### config.mk
export PLATFORM = sky130hd
export DESIGN_NAME = dip_top
export DESIGN_NICKNAME = d
export VERILOG_FILES = /design/src/core/dip_pkg.sv /design/src/core/dip_filter.sv /design/src/core/dip_edge.sv /design/src/core/dip_top.sv
export SDC_FILE = /design/constraint.sdc
export NUM_CORES = 1
export LEC_CHECK = 0
export ABC_AREA = 1
export BUFFER_PORTS_ARGS = -buffer_cell sky130_fd_sc_hd__buf_2
export CAP_MARGIN = 20
export CORE_MARGIN = 2
export CORE_UTILIZATION = 62
export DETAILED_ROUTE_END_ITERATION = 8
export PLACE_DENSITY = 0.8
export SLEW_MARGIN = 20
export SYNTH_ARGS = -nofsm -noshare
export SYNTH_HDL_FRONTEND = slang
export SYNTH_SLANG_ARGS = --single-unit
### constraint.sdc
create_clock -name clk -period 2.74 [get_ports clk]
set_input_delay 0.411 -clock clk [delete_from_list [all_inputs] [get_ports clk]]
set_output_delay 0.411 -clock clk [all_outputs]
set_load 0.02 [all_outputs]
### src/core/dip_pkg.sv
// Function
// - Per-input enables for rising and falling edges
// - All edge enables clear after reset
// - Rising is 0-1, falling is 1-0
// - Diagnostic interrupt only for lost edge interrupt
// - One delay setting per group of four
// - Delays 0.1 ms, 0.5 ms, 3 ms, 15 ms
// - Shortest delay only on fast inputs
// - Slow inputs use 0.5 ms at shortest
// - Fast inputs 0,1,3,4,6,7,9,10,11,15
// - Input bytes at addresses 136 and 137
// - Each input drives its own status LED
package dip_pkg;

  // Channel layout
  localparam int NCH        = 16;
  localparam int NGRP       = 4;
  localparam int GRP_SIZE   = 4;
  localparam logic [15:0] FAST_MASK = 16'h8edb;

  // Clock and delay times
  localparam int CLK_KHZ     = 40_000;
  localparam int DLY_100_US  = 100;
  localparam int DLY_500_US  = 500;
  localparam int DLY_3MS_US  = 3_000;
  localparam int DLY_15MS_US = 15_000;
  localparam int DLY_100_CYC = (DLY_100_US * CLK_KHZ + 999) / 1000;
  localparam int DLY_500_CYC = (DLY_500_US * CLK_KHZ + 999) / 1000;
  localparam int DLY_3MS_CYC = (DLY_3MS_US * CLK_KHZ + 999) / 1000;
  localparam int DLY_15MS_CYC = (DLY_15MS_US * CLK_KHZ + 999) / 1000;
  localparam int DLY_CNT_W   = 20;

  // Delay setting codes
  typedef enum logic [1:0] {
    DLY_0P1MS = 2'h0,
    DLY_0P5MS = 2'h1,
    DLY_3MS   = 2'h2,
    DLY_15MS  = 2'h3
  } dip_dly_t;

  // Bus geometry
  localparam int ADR_W = 12;

  // Register byte addresses, with the input bytes from word indices times four
  localparam logic [ADR_W-1:0] ADR_EDGE_EN = 12'h000;
  localparam logic [ADR_W-1:0] ADR_DLY_CFG = 12'h004;
  localparam logic [ADR_W-1:0] ADR_STATUS  = 12'h008;
  localparam logic [ADR_W-1:0] ADR_MASK    = 12'h00c;
  localparam logic [ADR_W-1:0] IDX_IN_LO   = 12'h088;
  localparam logic [ADR_W-1:0] IDX_IN_HI   = 12'h089;
  localparam logic [ADR_W-1:0] ADR_IN_LO   = 12'(IDX_IN_LO * 4);
  localparam logic [ADR_W-1:0] ADR_IN_HI   = 12'(IDX_IN_HI * 4);

  // Field positions
  localparam int FALL_LSB = 16;
  localparam int LOST_LSB = 16;

  // Reset values
  localparam logic [31:0] EDGE_EN_RST = 32'h0000_0000;
  localparam logic [7:0]  DLY_CFG_RST = 8'h00;
  localparam logic [31:0] MASK_RST    = 32'hffff_ffff;
  localparam logic [31:0] STATUS_RST  = 32'h0000_0000;

endpackage

### src/core/dip_filter.sv
`timescale 1ns/1ps
// Synchroniser and stability filter for one input
module dip_filter #(
  parameter int CNT_W = 20
) (
  input  wire logic             clk,
  input  wire logic             rst,
  input  wire logic             pin_i,
  input  wire logic [CNT_W-1:0] limit_i,
  output logic                  filt_o
);

  logic             meta_r;
  logic             sync_r;
  logic [CNT_W-1:0] cnt_r;

  ////////////////////////////////////////////////////////////////////////
  // Two-stage synchroniser
  always_ff @(posedge clk) begin
    if (rst) begin
      meta_r <= 1'b0;
      sync_r <= 1'b0;
    end else begin
      meta_r <= pin_i;
      sync_r <= meta_r;
    end
  end

  ////////////////////////////////////////////////////////////////////////
  // Level passes only after staying stable for limit cycles
  always_ff @(posedge clk) begin
    if (rst) begin
      cnt_r  <= '0;
      filt_o <= 1'b0;
    end else if (sync_r == filt_o) begin
      cnt_r <= '0;
    end else if (cnt_r >= limit_i - 1'b1) begin
      cnt_r  <= '0;
      filt_o <= sync_r;
    end else begin
      cnt_r <= cnt_r + 1'b1;
    end
  end

endmodule

### src/core/dip_edge.sv
`timescale 1ns/1ps
// Edge detector on the filtered inputs with per-edge enables
module dip_edge #(
  parameter int W = 16
) (
  input  wire logic         clk,
  input  wire logic         rst,
  input  wire logic [W-1:0] filt_i,
  input  wire logic [W-1:0] rise_en_i,
  input  wire logic [W-1:0] fall_en_i,
  output logic      [W-1:0] evt_o
);

  logic [W-1:0] prev_r;
  logic [W-1:0] rise;
  logic [W-1:0] fall;

  ////////////////////////////////////////////////////////////////////////
  // Transitions of the filtered level
  always_comb begin
    rise = filt_i & ~prev_r;
    fall = ~filt_i & prev_r;
  end

  ////////////////////////////////////////////////////////////////////////
  // Enabled edges become one-cycle events
  always_ff @(posedge clk) begin
    if (rst) begin
      prev_r <= '0;
      evt_o  <= '0;
    end else begin
      prev_r <= filt_i;
      evt_o  <= (rise & rise_en_i) | (fall & fall_en_i);
    end
  end

endmodule

### src/core/dip_top.sv
// The implementer's own choice: the Wishbone interface to the registers.
`timescale 1ns/1ps
// Sixteen-channel filtered digital input port with edge interrupts
module dip_top
#(
  parameter int DLY_500_CYC_P  = dip_pkg::DLY_500_CYC,
  parameter int DLY_3MS_CYC_P  = dip_pkg::DLY_3MS_CYC,
  parameter int DLY_15MS_CYC_P = dip_pkg::DLY_15MS_CYC
) (
  input  wire logic                      clk,
  input  wire logic                      rst,
  input  wire logic [dip_pkg::NCH-1:0]   din_i,
  input  wire logic                      wb_cyc_i,
  input  wire logic                      wb_stb_i,
  input  wire logic                      wb_we_i,
  input  wire logic [dip_pkg::ADR_W-1:0] wb_adr_i,
  input  wire logic [3:0]                wb_sel_i,
  input  wire logic [31:0]               wb_dat_i,
  output logic      [31:0]               wb_dat_o,
  output logic                           wb_ack_o,
  output logic                           irq_o,
  output logic      [dip_pkg::NCH-1:0]   led_o
);

  import dip_pkg::*;

  ////////////////////////////////////////////////////////////////////////
  // Elaboration checks
  localparam int CNT_MAX = (1 << DLY_CNT_W) - 1;

  if (DLY_500_CYC_P < 1 || DLY_500_CYC_P > CNT_MAX ||
      DLY_3MS_CYC_P < 1 || DLY_3MS_CYC_P > CNT_MAX ||
      DLY_15MS_CYC_P < 1 || DLY_15MS_CYC_P > CNT_MAX) begin : g_bad_dly
    $error("dip_top: delay count out of counter range");
  end

  if (NGRP * GRP_SIZE != NCH) begin : g_bad_grp
    $error("dip_top: groups do not cover all channels");
  end

  // Register halves and input bytes are laid out for sixteen channels
  if (NCH != 16) begin : g_bad_nch
    $error("dip_top: register layout needs sixteen channels");
  end

  // Delay settings must rise in order
  if (DLY_500_CYC_P >= DLY_3MS_CYC_P ||
      DLY_3MS_CYC_P >= DLY_15MS_CYC_P) begin : g_bad_order
    $error("dip_top: delay settings out of order");
  end

  localparam logic [DLY_CNT_W-1:0] LIM_100 = DLY_CNT_W'(DLY_100_CYC);
  localparam logic [DLY_CNT_W-1:0] LIM_500 = DLY_CNT_W'(DLY_500_CYC_P);
  localparam logic [DLY_CNT_W-1:0] LIM_3MS = DLY_CNT_W'(DLY_3MS_CYC_P);
  localparam logic [DLY_CNT_W-1:0] LIM_15MS = DLY_CNT_W'(DLY_15MS_CYC_P);

  ////////////////////////////////////////////////////////////////////////
  // Helper functions

  // Filter length for a delay code and channel speed
  function automatic logic [DLY_CNT_W-1:0] dly_limit(
    input logic [1:0] code,
    input logic       fast
  );
    logic [DLY_CNT_W-1:0] lim;
    lim = LIM_15MS;
    unique case (dip_dly_t'(code))
      DLY_0P1MS: lim = fast ? LIM_100 : LIM_500;
      DLY_0P5MS: lim = LIM_500;
      DLY_3MS:   lim = LIM_3MS;
      DLY_15MS:  lim = LIM_15MS;
    endcase
    return lim;
  endfunction

  // Byte lane select widened to a bit mask
  function automatic logic [31:0] lane_mask(input logic [3:0] sel);
    logic [31:0] m;
    m = 32'h0000_0000;
    for (int i = 0; i < 4; i++) begin
      m[i*8 +: 8] = {8{sel[i]}};
    end
    return m;
  endfunction

  // Byte-lane merge of write data into an old value
  function automatic logic [31:0] merge(
    input logic [31:0] old,
    input logic [31:0] dat,
    input logic [3:0]  sel
  );
    logic [31:0] m;
    m = lane_mask(sel);
    return (old & ~m) | (dat & m);
  endfunction

  ////////////////////////////////////////////////////////////////////////
  // Declarations
  logic [31:0]          edge_en_r;
  logic [7:0]           dly_cfg_r;
  logic [31:0]          mask_r;
  logic [31:0]          status_r;
  logic [31:0]          status_nxt;
  logic [31:0]          rd_nxt;
  logic [31:0]          clr;
  logic [NCH-1:0]       filt;
  logic [NCH-1:0]       evt;
  logic [NCH-1:0]       lost_set;
  logic                 req;
  logic                 commit;
  logic                 wr;
  logic                 wr_edge_en;
  logic                 wr_dly_cfg;
  logic                 wr_mask;
  logic                 wr_status;
  logic [NCH-1:0]       rise_en;
  logic [NCH-1:0]       fall_en;
  logic [31:0]          pend;
  logic [7:0]           in_lo;
  logic [7:0]           in_hi;

  ////////////////////////////////////////////////////////////////////////
  // Input channels: synchroniser and delay filter per pin
  for (genvar c = 0; c < NCH; c++) begin : g_ch
    logic [DLY_CNT_W-1:0] limit;

    // Group of four shares one delay code
    assign limit = dly_limit(dly_cfg_r[(c / GRP_SIZE) * 2 +: 2],
                             FAST_MASK[c]);

    dip_filter #(
      .CNT_W (DLY_CNT_W)
    ) u_filt (
      .clk     (clk),
      .rst     (rst),
      .pin_i   (din_i[c]),
      .limit_i (limit),
      .filt_o  (filt[c])
    );
  end

  ////////////////////////////////////////////////////////////////////////
  // Enable halves: rising in the low half, falling in the high half
  always_comb begin
    rise_en = edge_en_r[NCH-1:0];
    fall_en = edge_en_r[FALL_LSB +: NCH];
  end

  ////////////////////////////////////////////////////////////////////////
  // Edge events from filtered levels
  dip_edge #(
    .W (NCH)
  ) u_edge (
    .clk       (clk),
    .rst       (rst),
    .filt_i    (filt),
    .rise_en_i (rise_en),
    .fall_en_i (fall_en),
    .evt_o     (evt)
  );

  ////////////////////////////////////////////////////////////////////////
  // Wishbone handshake: ack one cycle after request, commit on ack
  always_comb begin
    req    = wb_cyc_i & wb_stb_i;
    commit = req & wb_ack_o;
    wr     = commit & wb_we_i;
  end

  // Per-register write strobes, true only at the ack edge
  always_comb begin
    wr_edge_en = wr && (wb_adr_i == ADR_EDGE_EN);
    wr_dly_cfg = wr && (wb_adr_i == ADR_DLY_CFG) && wb_sel_i[0];
    wr_mask    = wr && (wb_adr_i == ADR_MASK);
    wr_status  = wr && (wb_adr_i == ADR_STATUS);
  end

  // One ack pulse per request; a held request waits a cycle
  always_ff @(posedge clk) begin
    if (rst) begin
      wb_ack_o <= 1'b0;
    end else begin
      wb_ack_o <= req & ~wb_ack_o;
    end
  end

  ////////////////////////////////////////////////////////////////////////
  // Input bytes as software sees them: filtered levels
  always_comb begin
    in_lo = filt[7:0];
    in_hi = filt[15:8];
  end

  ////////////////////////////////////////////////////////////////////////
  // Read data mux, captured when the request is first seen
  always_comb begin
    rd_nxt = 32'h0000_0000;
    unique case (wb_adr_i)
      ADR_EDGE_EN: rd_nxt = edge_en_r;
      ADR_DLY_CFG: rd_nxt = {24'h00_0000, dly_cfg_r};
      ADR_STATUS:  rd_nxt = status_r;
      ADR_MASK:    rd_nxt = mask_r;
      ADR_IN_LO:   rd_nxt = {24'h00_0000, in_lo};
      ADR_IN_HI:   rd_nxt = {24'h00_0000, in_hi};
      default:     rd_nxt = 32'h0000_0000;
    endcase
  end

  // Read data held from the request edge until the next request
  always_ff @(posedge clk) begin
    if (rst) begin
      wb_dat_o <= 32'h0000_0000;
    end else if (req & ~wb_ack_o) begin
      wb_dat_o <= rd_nxt;
    end
  end

  ////////////////////////////////////////////////////////////////////////
  // Edge enables, all off after reset
  always_ff @(posedge clk) begin
    if (rst) begin
      edge_en_r <= EDGE_EN_RST;
    end else if (wr_edge_en) begin
      edge_en_r <= merge(edge_en_r, wb_dat_i, wb_sel_i);
    end
  end

  ////////////////////////////////////////////////////////////////////////
  // Group delay codes, two bits per group
  always_ff @(posedge clk) begin
    if (rst) begin
      dly_cfg_r <= DLY_CFG_RST;
    end else if (wr_dly_cfg) begin
      dly_cfg_r <= wb_dat_i[7:0];
    end
  end

  ////////////////////////////////////////////////////////////////////////
  // Interrupt mask
  always_ff @(posedge clk) begin
    if (rst) begin
      mask_r <= MASK_RST;
    end else if (wr_mask) begin
      mask_r <= merge(mask_r, wb_dat_i, wb_sel_i);
    end
  end

  ////////////////////////////////////////////////////////////////////////
  // Write-one-to-clear bits, only at the ack edge of a status write
  always_comb begin
    clr = 32'h0000_0000;
    if (wr_status) begin
      clr = wb_dat_i & lane_mask(wb_sel_i);
    end
  end

  ////////////////////////////////////////////////////////////////////////
  // Event on a still pending edge means an interrupt was lost
  always_comb begin
    lost_set = evt & status_r[NCH-1:0];
  end

  ////////////////////////////////////////////////////////////////////////
  // Next status: a new event wins over a clear in the same cycle
  always_comb begin
    status_nxt[NCH-1:0] = (status_r[NCH-1:0] & ~clr[NCH-1:0]) | evt;
    status_nxt[LOST_LSB +: NCH] =
      (status_r[LOST_LSB +: NCH] & ~clr[LOST_LSB +: NCH]) | lost_set;
  end

  // Sticky status: edge events low half, lost flags high half
  always_ff @(posedge clk) begin
    if (rst) begin
      status_r <= STATUS_RST;
    end else begin
      status_r <= status_nxt;
    end
  end

  ////////////////////////////////////////////////////////////////////////
  // Unmasked bits of the next status, so irq_o tracks it without lag
  always_comb begin
    pend = status_nxt & mask_r;
  end

  ////////////////////////////////////////////////////////////////////////
  // Interrupt output, high while an unmasked status bit is set
  always_ff @(posedge clk) begin
    if (rst) begin
      irq_o <= 1'b0;
    end else begin
      irq_o <= |pend;
    end
  end

  ////////////////////////////////////////////////////////////////////////
  // Status LEDs follow the filtered input levels
  always_ff @(posedge clk) begin
    if (rst) begin
      led_o <= '0;
    end else begin
      led_o <= filt;
    end
  end

endmodule

Word level (Yosys, flattened, before mapping)

Cells that the tools add are included.

Multiply operators: 0
Order comparisons: 16
Reductions and logical operators: 47
Bitwise gates (word level): 42
$add $sub $neg: 24
Shift-type cells: 0
Mux-type cells: 10
Eq/ne operators: 33
Div/mod/pow operators: 0

Operators with widths:

| cell                                               | count |
|---|---|
| adder 20 x 1 -> 20 bit, second input constant      | 16 |
| >= comparator 20 bit                               | 16 |
| case mux 20 bit (4 select lines)                   | 4 |
| case mux 20 bit (3 select lines)                   | 4 |
| case mux 32 bit (6 select lines)                   | 1 |
| subtractor 20 x 1 -> 20 bit, second input constant | 8 |
| AND 32 bit                                         | 4 |
| AND 16 bit                                         | 7 |
| NOT 16 bit                                         | 4 |
| OR 32 bit                                          | 2 |
| OR 16 bit                                          | 3 |
| OR reduction 3 bit                                 | 16 |
| two-way mux 32 bit                                 | 1 |
| NOT 32 bit                                         | 1 |
| AND reduction 2 bit                                | 16 |
| OR reduction 32 bit                                | 1 |
| == test 12 x 10 -> 1 bit, second input constant    | 2 |
| == test 12 x 4 -> 1 bit, second input constant     | 2 |
| NOT 1 bit                                          | 17 |
| == test 1 bit                                      | 16 |
| == test 2 bit, second input constant               | 8 |
| == test 12 x 3 -> 1 bit, second input constant     | 1 |
| logical NOT 12 bit                                 | 1 |
| == test 2 x 1 -> 1 bit, second input constant      | 4 |
| other kinds (4)                                    | 17 |

Memories kept: 0
Latch bits: 0
Flip-flop bits (word level): 538
Memory bits (writable): 0
Output and inout port bits: 50
Bits in read-only memories: 0
Input bits: 69
Word-level logic and storage cells: 245

Longest topological paths before layout

Gate-level depths: netlist (run 1).

Depth after elaboration: 10
Mapped depth: 15
Gate-level depth less buffers: 14

Modules after synthesis

From an unflattened synthesis (run 1), not the netlist that was laid out.

Cell total of the unflattened synthesis: 6227
Area, all modules: 42155.4 um2

By module, submodules not included:

| module                           | area an instance (um2) | sequential area each (um2) | cells an instance | times used |
|---|---|---|---|---|
| dip_filter (g_ch[11].u_filt ...) | 2070.7                 | 460.4                      | 309               | 11 |
| dip_top                          | 7549.7                 | 3083.0                     | 1051              | 1 |
| dip_filter (g_ch[0].u_filt ...)  | 2150.8                 | 460.4                      | 328               | 3 |
| dip_filter (g_ch[9].u_filt)      | 2102.0                 | 460.4                      | 320               | 1 |
| dip_filter (g_ch[10].u_filt)     | 2067.0                 | 460.4                      | 309               | 1 |
| dip_edge                         | 1206.2                 | 640.6                      | 164               | 1 |

Least setup slack after synthesis (run 1)

No wires, ideal clock.

Kind: flip-flop to flip-flop
Start point: register dly_cfg_r[1]
End point: register g_ch[1].u_filt.cnt_r[0]
Required time: 2.624 ns
Buffers on the path: 1
Clock period less this slack: 2.432 ns
Data arrival time: 2.316 ns
Setup time: 0.116 ns
Cell stages (with the launch flop): 16
Slack: 0.308 ns
Cell sequence: dfxtp_1 inv_1 ha_1 inv_1 ha_1 nand2_1 inv_1 nand3_1 nor2_1 nand3_1 nand2_1 nor3_1 and2_1 o211ai_1 buf_2 nor2_1

Cells in the longest elaborated chain, start to end: 5
Elaborated cells between the ends (all ways): 8
Those cells by class: add/sub: 1; order compare: 1; eq/ne: 3; mux: 1; reduce/logical: 2

Ends and longest elaborated chain:

| what                                        | line             | RTL |
|---|---|---|
| from (decl)                                 | dip_top.sv:100   | `logic [7:0] dly_cfg_r;` |
| from (signal assigned)                      | dip_top.sv:234   | `dly_cfg_r <= wb_dat_i[7:0];` |
| == test 2 bit, or another cell as far along | dip_top.sv:67    | `unique case (dip_dly_t'(code))` |
| case mux 20 bit (4 select lines) (*)        | dip_top.sv:67    |  |
| subtractor 20 x 1 -> 20 bit (*)             | dip_filter.sv:37 | `end else if (cnt_r >= limit_i - 1'b1) begin` |
| >= comparator 20 bit (*)                    | dip_filter.sv:37 |  |
| OR reduction 3 bit (no line) (*)            | n/a              |  |
| to (signal assigned)                        | dip_filter.sv:41 | `cnt_r <= cnt_r + 1'b1;` |
| to (decl)                                   | dip_filter.sv:15 | `logic [CNT_W-1:0] cnt_r;` |

Mark *: on every way between the ends. The rest lies on a longest branch, timed or not. The select of a mux whose other input is x is not followed.
A chain may end at the register's enable or synchronous reset.

Final worst setup path (run 1)

Same ends and word-level chain as after synthesis.

==> results of run 1 <==
## critical path, cell delays in order, from the launching register on
cell and delay [ns]:
dfxtp_2 0.39, buf_4 0.16, ha_1 0.20, clkinvlp_4 0.22, ha_1 0.35, nand4_1 0.13, nor2_1 0.07, nand3_1 0.08
nand2_1 0.05, nor3_1 0.16, and2_4 0.19, o211ai_1 0.19, buf_4 0.23, nor2_1 0.10
## final cells by class
cell class	count	share of cell area, %
inverter	427	5.160
tap	592	2.368
sequential	538	34.44
clock buffer	78	5.196
timing repair buffer	207	4.448
multi-input combinational	2595	47.67
antenna	1	0.008000
clock inverter	22	0.7120
## cells in the final DEF (no fill, tap or decap), drive strengths merged, types with 89 or more instances in the layout
cell type,netlist,layout
nor2,592,592
ha,214,214
buf,39,196
xor2,160,160
dfxtp,538,538
a21oi,224,224
nand3,186,186
nand4,94,94
o21ai,91,91
inv,427,424
xnor2,89,89
nand2,667,667
## path summary, 6_finish.rpt
path,start,depth (start not counted),end
min reg2reg,g_ch[14].u_filt.meta_r$_SDFF_PP0_,2,g_ch[14].u_filt.sync_r$_SDFF_PP0_
min,din_i[6],3,g_ch[6].u_filt.meta_r$_SDFF_PP0_
max,dly_cfg_r[1]$_SDFFE_PP0P_,13,g_ch[1].u_filt.cnt_r[0]$_SDFF_PP0_
max reg2reg,dly_cfg_r[1]$_SDFFE_PP0P_,13,g_ch[1].u_filt.cnt_r[0]$_SDFF_PP0_
## metrics by stage
step / util (%) / hold slack, ns
6_report: 70.89 / 0.03450
5_1_grt: 70.88 / 0.02808
4_1_cts: 70.49 / 0.001276
3_5_place_dp: 66.05 / 0.3939
3_3_place_gp: 66.05 / 0.3892
2_1_floorplan: - / 0.3883
## per-layer routing
layer	vias to the layer above	GRT usage [%]
met5	-	0
met4	0	12.05
met3	169	5.195
met2	715	49.81
met1	11227	36.84
li1	12247	-
## kinds of logic after synthesis
| kind of cell | share of synthesized area [%] |
|---|---|
| DFF | 38.98 |
| other | 0.01357 |
| xor gates and xnor gates | 7.894 |
| and+or+nand+nor | 26.72 |
| buffers and inverters | 7.364 |
| AOI/OAI and AO/OA | 9.329 |
| adders and majority gates | 9.692 |
## what timing repair did
item,CTS,global route
setup buffers,0,9
setup endpoints to repair,0,235
hold endpoints to repair,11,0
hold buffers,11,0
gates resized for setup,0,28
## report_power, final
part           total [uW]  switching (uW)  internal [uW]
sequential           7880            24.7           7860
clock                7670            3180           4490
combinational         393             271            122
==> results_dict.tcl, run 1 <==
set metrics [dict create \
    status "complete, no violations" \
    wl_met1_um 29310 \
    routed_via_density 5.461 \
    setup_ws_ns 0.1470 \
    min_period_ns 2.593 \
    grt_first_pass_wirelength_um 113000 \
    start_util_pct 62.61 \
    ir_drop_mv 0.4969 \
    die_area_mm2 0.04627 \
    syn_area_mm2 0.02763 \
    dp_hpwl_um 48420 \
    grt_overflow 0 \
    die_h_um 215.1 \
    power.leakage_uw 0.01267 \
    async_flop_share_pct 0 \
    seq_area_mm2 0.01077 \
    areaGrowthSynthToFinish_pct 13.21 \
    hold_violations 0 \
    cp-start-kind "flop" \
    place_inst 4337 \
    numCtsBuffers 56 \
    synth_cell_types 50 \
    finalSetupViolCount 0 \
    clkTransAtPathRegs_ns 0.06 \
    grt_use_total_pct 29.32 \
    ys_top_cells_by_area "dfxtp_1 39%, ha_1 9.7%, nand2_1 9.0%, nor2_1 7.6%, inv_1 5.7%" \
    ioPinCount 119 \
    worst_clock_skew_ns 0.02740 \
    wl_per_cell_um 15.31 \
    relSlewSlack_pct 61.21 \
    fin_crit_sh_pct 94.64 \
    drtIter0Drc 1773 \
    power_density_mw_per_mm2 509.9 \
    clock_sinks 538 \
    cts_max_path_buffers 3 \
    tns_ns 0 \
    coreArea_mm2 0.04412 \
    synth_edf_count 0 \
    rrSetupSlack_ns 0.15 \
    power_uw 15950 \
    clk_latency_ns 0.61 \
    nets 4108 \
    fmax_mhz 385.6 \
    yosysMostFrequentCell "nand2_1" \
    rows 77 \
    cp_data_arrival_time_ns 3.12 \
    synth_top_area_share_pct 38.98 \
    die_x_um 215.1 \
    routed_wl_um 68290 \
    first_global_vias 23232 \
    dr_wl_met3_um 4422 \
    place_area_mm2 0.02915 \
    synthTopCellsByCount "665 x nand2_1, 563 x nor2_1, 538 x dfxtp_1, 421 x inv_1, 223 x a21oi_1" \
    dp_slack_ns 0.1304 \
    routed.top_layer "met4" \
    antenna_found_initial 0 \
    cp-end-kind "flop" \
    first_pass_iters 6 \
    syn_area_per_cell_um2 7.557 \
    fillCellCount 3607 \
    synth-seq-cells 538 \
    cts_tree "done" \
    cp_max_fo 8 \
    drive_gt1_share_pct 10.16 \
    cp.required_ns 3.27 \
    grt_max_degree 81 \
    yosysTopAreaCell "dfxtp_1" \
    htreeDepth 2 \
    yosys_warnings 0 \
    design_area_mm2 0.03128 \
    ant_nets 0 \
    crit_type "flop to flop" \
    worst_pin_slew_ns 0.5775 \
    multiInputGateArea_mm2 0.01491 \
    maxCapViolCount 0 \
    cts_root_buffer "clkbuf_16" \
    place_congestion 0.9225 \
    via_count 24358 \
    slew_violations 0 \
    dr_wl_met2_um 31830 \
    io_buffers 118 \
    synthFlopType "dfxtp_1" \
    synth_seq_area_share_pct 38.98 \
    hold_path.class "input pin to flop" \
    fin_cells 4460 \
    synthCells 3656 \
    drc 0 \
]
Power figures use the tool's default switching activity.
==> run 2, diff against run 1 <==
CORE_UTILIZATION = 25   (was 62)
PLACE_DENSITY = not set   (was 0.8)
==> results_dict.tcl, run 2 (synthesis gave the netlist of run 1 again) <==
set metrics [dict create \
    ant_nets 0 \
    clock_sinks 538 \
    power_density_mw_per_mm2 516.8 \
    cp.required_ns 3.32 \
    clkPwrFrac_pct 50.8 \
    routed_wl_um 76510 \
    worst_clock_skew_ns 0.01948 \
    cp_cell_sequence "buf_4 -> ha_1 -> inv_1 -> ha_1 -> a21oi_1 -> o21ai_0 -> a21oi_1 -> nand2_1 -> a21oi_1 -> o2111ai_1 -> buf_4 -> a21oi_1" \
    place_congestion 0.8656 \
    numCtsBuffers 60 \
    final_common_cell "nand2_1" \
    dr_wl_met3_um 5019 \
    p_comb_share_pct 2.4 \
    maxCapViolCount 0 \
    crit_family "compound AO/OA/AOI/OAI gates" \
    routed_via_density 4.444 \
    crit_type "flop to flop" \
    cts_max_path_buffers 3 \
    p_seq_share_pct 46.8 \
    cp_max_fo 20 \
    hold_path_depth 3 \
    grt_overflow 0 \
    drtIter0Drc 1564 \
    slowest_delay_ns 0.33 \
    grt_first_pass_wirelength_um 122300 \
    ir_drop_mv 0.5153 \
    switchingPower_uw 3737 \
    drive_gt1_share_pct 10.34 \
    grt_use_total_pct 13.35 \
    min_period_ns 2.526 \
    hold_start "din_i[2]" \
    first_global_vias 23150 \
    coreArea_mm2 0.1093 \
    crit_buf_inv 3 \
    hold_path.class "input pin to flop" \
    wl_per_cell_um 14.28 \
    areaGrowthSynthToFinish_pct 18.17 \
    cp_data_arrival_time_ns 3.10 \
    hold_violations 0 \
    grt_max_degree 44 \
    cts_tree "done" \
    slew_violations 0 \
    die_h_um 336.4 \
    r2r-start "dly_cfg_r[2]$_SDFFE_PP0P_" \
    most-common-layout-cells "665 x nand2_1, 559 x nor2_1, 534 x dfxtp_1" \
    cpMaxStageDelayCell "ha_1" \
    finalSetupViolCount 0 \
    io_buffers 118 \
    r2r_cells 12 \
    clk_latency_ns 0.65 \
    crit_top_cell "a21oi_1" \
    grt_setup_unrepaired "true" \
    dp_slack_ns -0.03910 \
    rrSetupSlack_ns 0.21 \
    htreeDepth 2 \
    ioPinCount 119 \
    cellInternalPower_uw 13140 \
    drc 0 \
    dr_wl_met2_um 33650 \
    rows 121 \
    clkTransAtPathRegs_ns 0.06 \
    fin_crit_sh_pct 92.18 \
    start_util_pct 25.28 \
    first_pass_iters 6 \
    fin_cells 5358 \
    via_count 23811 \
    antenna_found_initial 13 \
    relSlewSlack_pct 43.33 \
    cp-end-kind "flop" \
    p_sw_share_pct 22.15 \
    cp-start-kind "flop" \
    status "complete, no violations" \
    rr_endpoint "g_ch[4].u_filt.cnt_r[19]$_SDFF_PP0_" \
    min_to "g_ch[2].u_filt.meta_r$_SDFF_PP0_" \
    power.leakage_uw 0.01282 \
    setup_ws_ns 0.2144 \
    fmax_mhz 395.9 \
    cts_root_buffer "clkbuf_16" \
    dp_hpwl_um 56960 \
    worst_pin_slew_ns 0.8436 \
    wl_met1_um 35380 \
    die_x_um 336.4 \
    nets 4115 \
    routed.top_layer "met5" \
    place_inst 5224 \
    die_area_mm2 0.1132 \
]
==> run 2: cell types whose count changed in the layout (fill, tap and decap cells not counted), moves of 3 or more <==
cell       change
inv_2          -4
bufinv_16      +4
clkbuf_16      +3
clkbuf_8       +3
dfxtp_1        -3
dfxtp_2        +3
ha_4           -3
ha_1           +4
==> run 2: cell type report <==
| class | count | area, um2 |
|---|---|---|
| fillers | 11835 | 76660 |
| multi-input cells | 2595 | 14890 |
| flip-flops and latches | 538 | 10780 |
| well taps | 1476 | 1847 |
| clock buffers | 84 | 1742 |
| inverters | 427 | 1620 |
| repair buffers | 208 | 1409 |
| clock inverters | 25 | 347.8 |
| repair inverters | 2 | 15.01 |
| diodes | 3 | 7.507 |
==> run 2: repair_timing <==
item,4_1_cts,5_1_grt
resized for setup,0,24
endpoints found under the hold margin,13,0
buffers inserted,0,7
endpoints found under the setup margin,0,194
hold buffers,13,0
==> run 2: worst max path at each step <==
stage	startpoint	to	slack [ns]	cells past startpoint
finish	dly_cfg_r[2]$_SDFFE_PP0P_	g_ch[4].u_filt.cnt_r[19]$_SDFF_PP0_	0.21	12
global route	dly_cfg_r[4]$_SDFFE_PP0P_	g_ch[11].u_filt.cnt_r[11]$_SDFF_PP0_	-0.07	12
CTS	dly_cfg_r[6]$_SDFFE_PP0P_	g_ch[15].u_filt.cnt_r[7]$_SDFF_PP0_	0.11	11
detailed placement	wb_adr_i[11]	flop	-0.04	10
global placement	wb_adr_i[11]	wb_dat_o[4]$_SDFFE_PP0P_	-0.06	8
floorplan	dly_cfg_r[1]$_SDFFE_PP0P_	g_ch[1].u_filt.cnt_r[0]$_SDFF_PP0_	0.31	15
==> run 2: per-stage QoR <==
stage	total power [uW]	setup TNS [ns]	cell area, um2	hold slack (ns)	util [%]
3_3_place_gp	8455	-0.09421	30290	0.3981	27.71
3_5_place_dp	8457	-0.1910	30290	0.3961	27.71
2_1_floorplan	8249	0	27640	0.3883	-
5_1_grt	17470	-0.07118	32640	0.02512	29.86
4_1_cts	17100	0	32510	0.002533	29.74
6_report	16870	0	32650	0.01774	29.87
==> run 2: per-layer routing <==
metal  up-vias  track usage, %
met5         -               0
met3       147           3.037
met2       457           21.75
met1     10936           17.33
met4        14           4.483
li1      12257               -
==> run 2: power by group through the flow <==
| stage | clock [uW] | combinational [uW] | sequential [uW] |
|---|---|---|---|
| floorplan | 0 | 193 | 8060 |
| global placement | 0 | 391 | 8060 |
| detailed placement | 0 | 394 | 8060 |
| CTS | 8800 | 409 | 7890 |
| global route | 9130 | 448 | 7890 |
| finish | 8570 | 408 | 7890 |
==> run 2: worst reg2reg max path, cell delays in order, from the launching register on <==
cell and delay, ns:
dfxtp_1 0.32, buf_4 0.15, ha_1 0.18, inv_1 0.31
ha_1 0.33, a21oi_1 0.12, o21ai_0 0.08, a21oi_1 0.14
nand2_1 0.06, a21oi_1 0.26, o2111ai_1 0.16, buf_4 0.23
a21oi_1 0.12
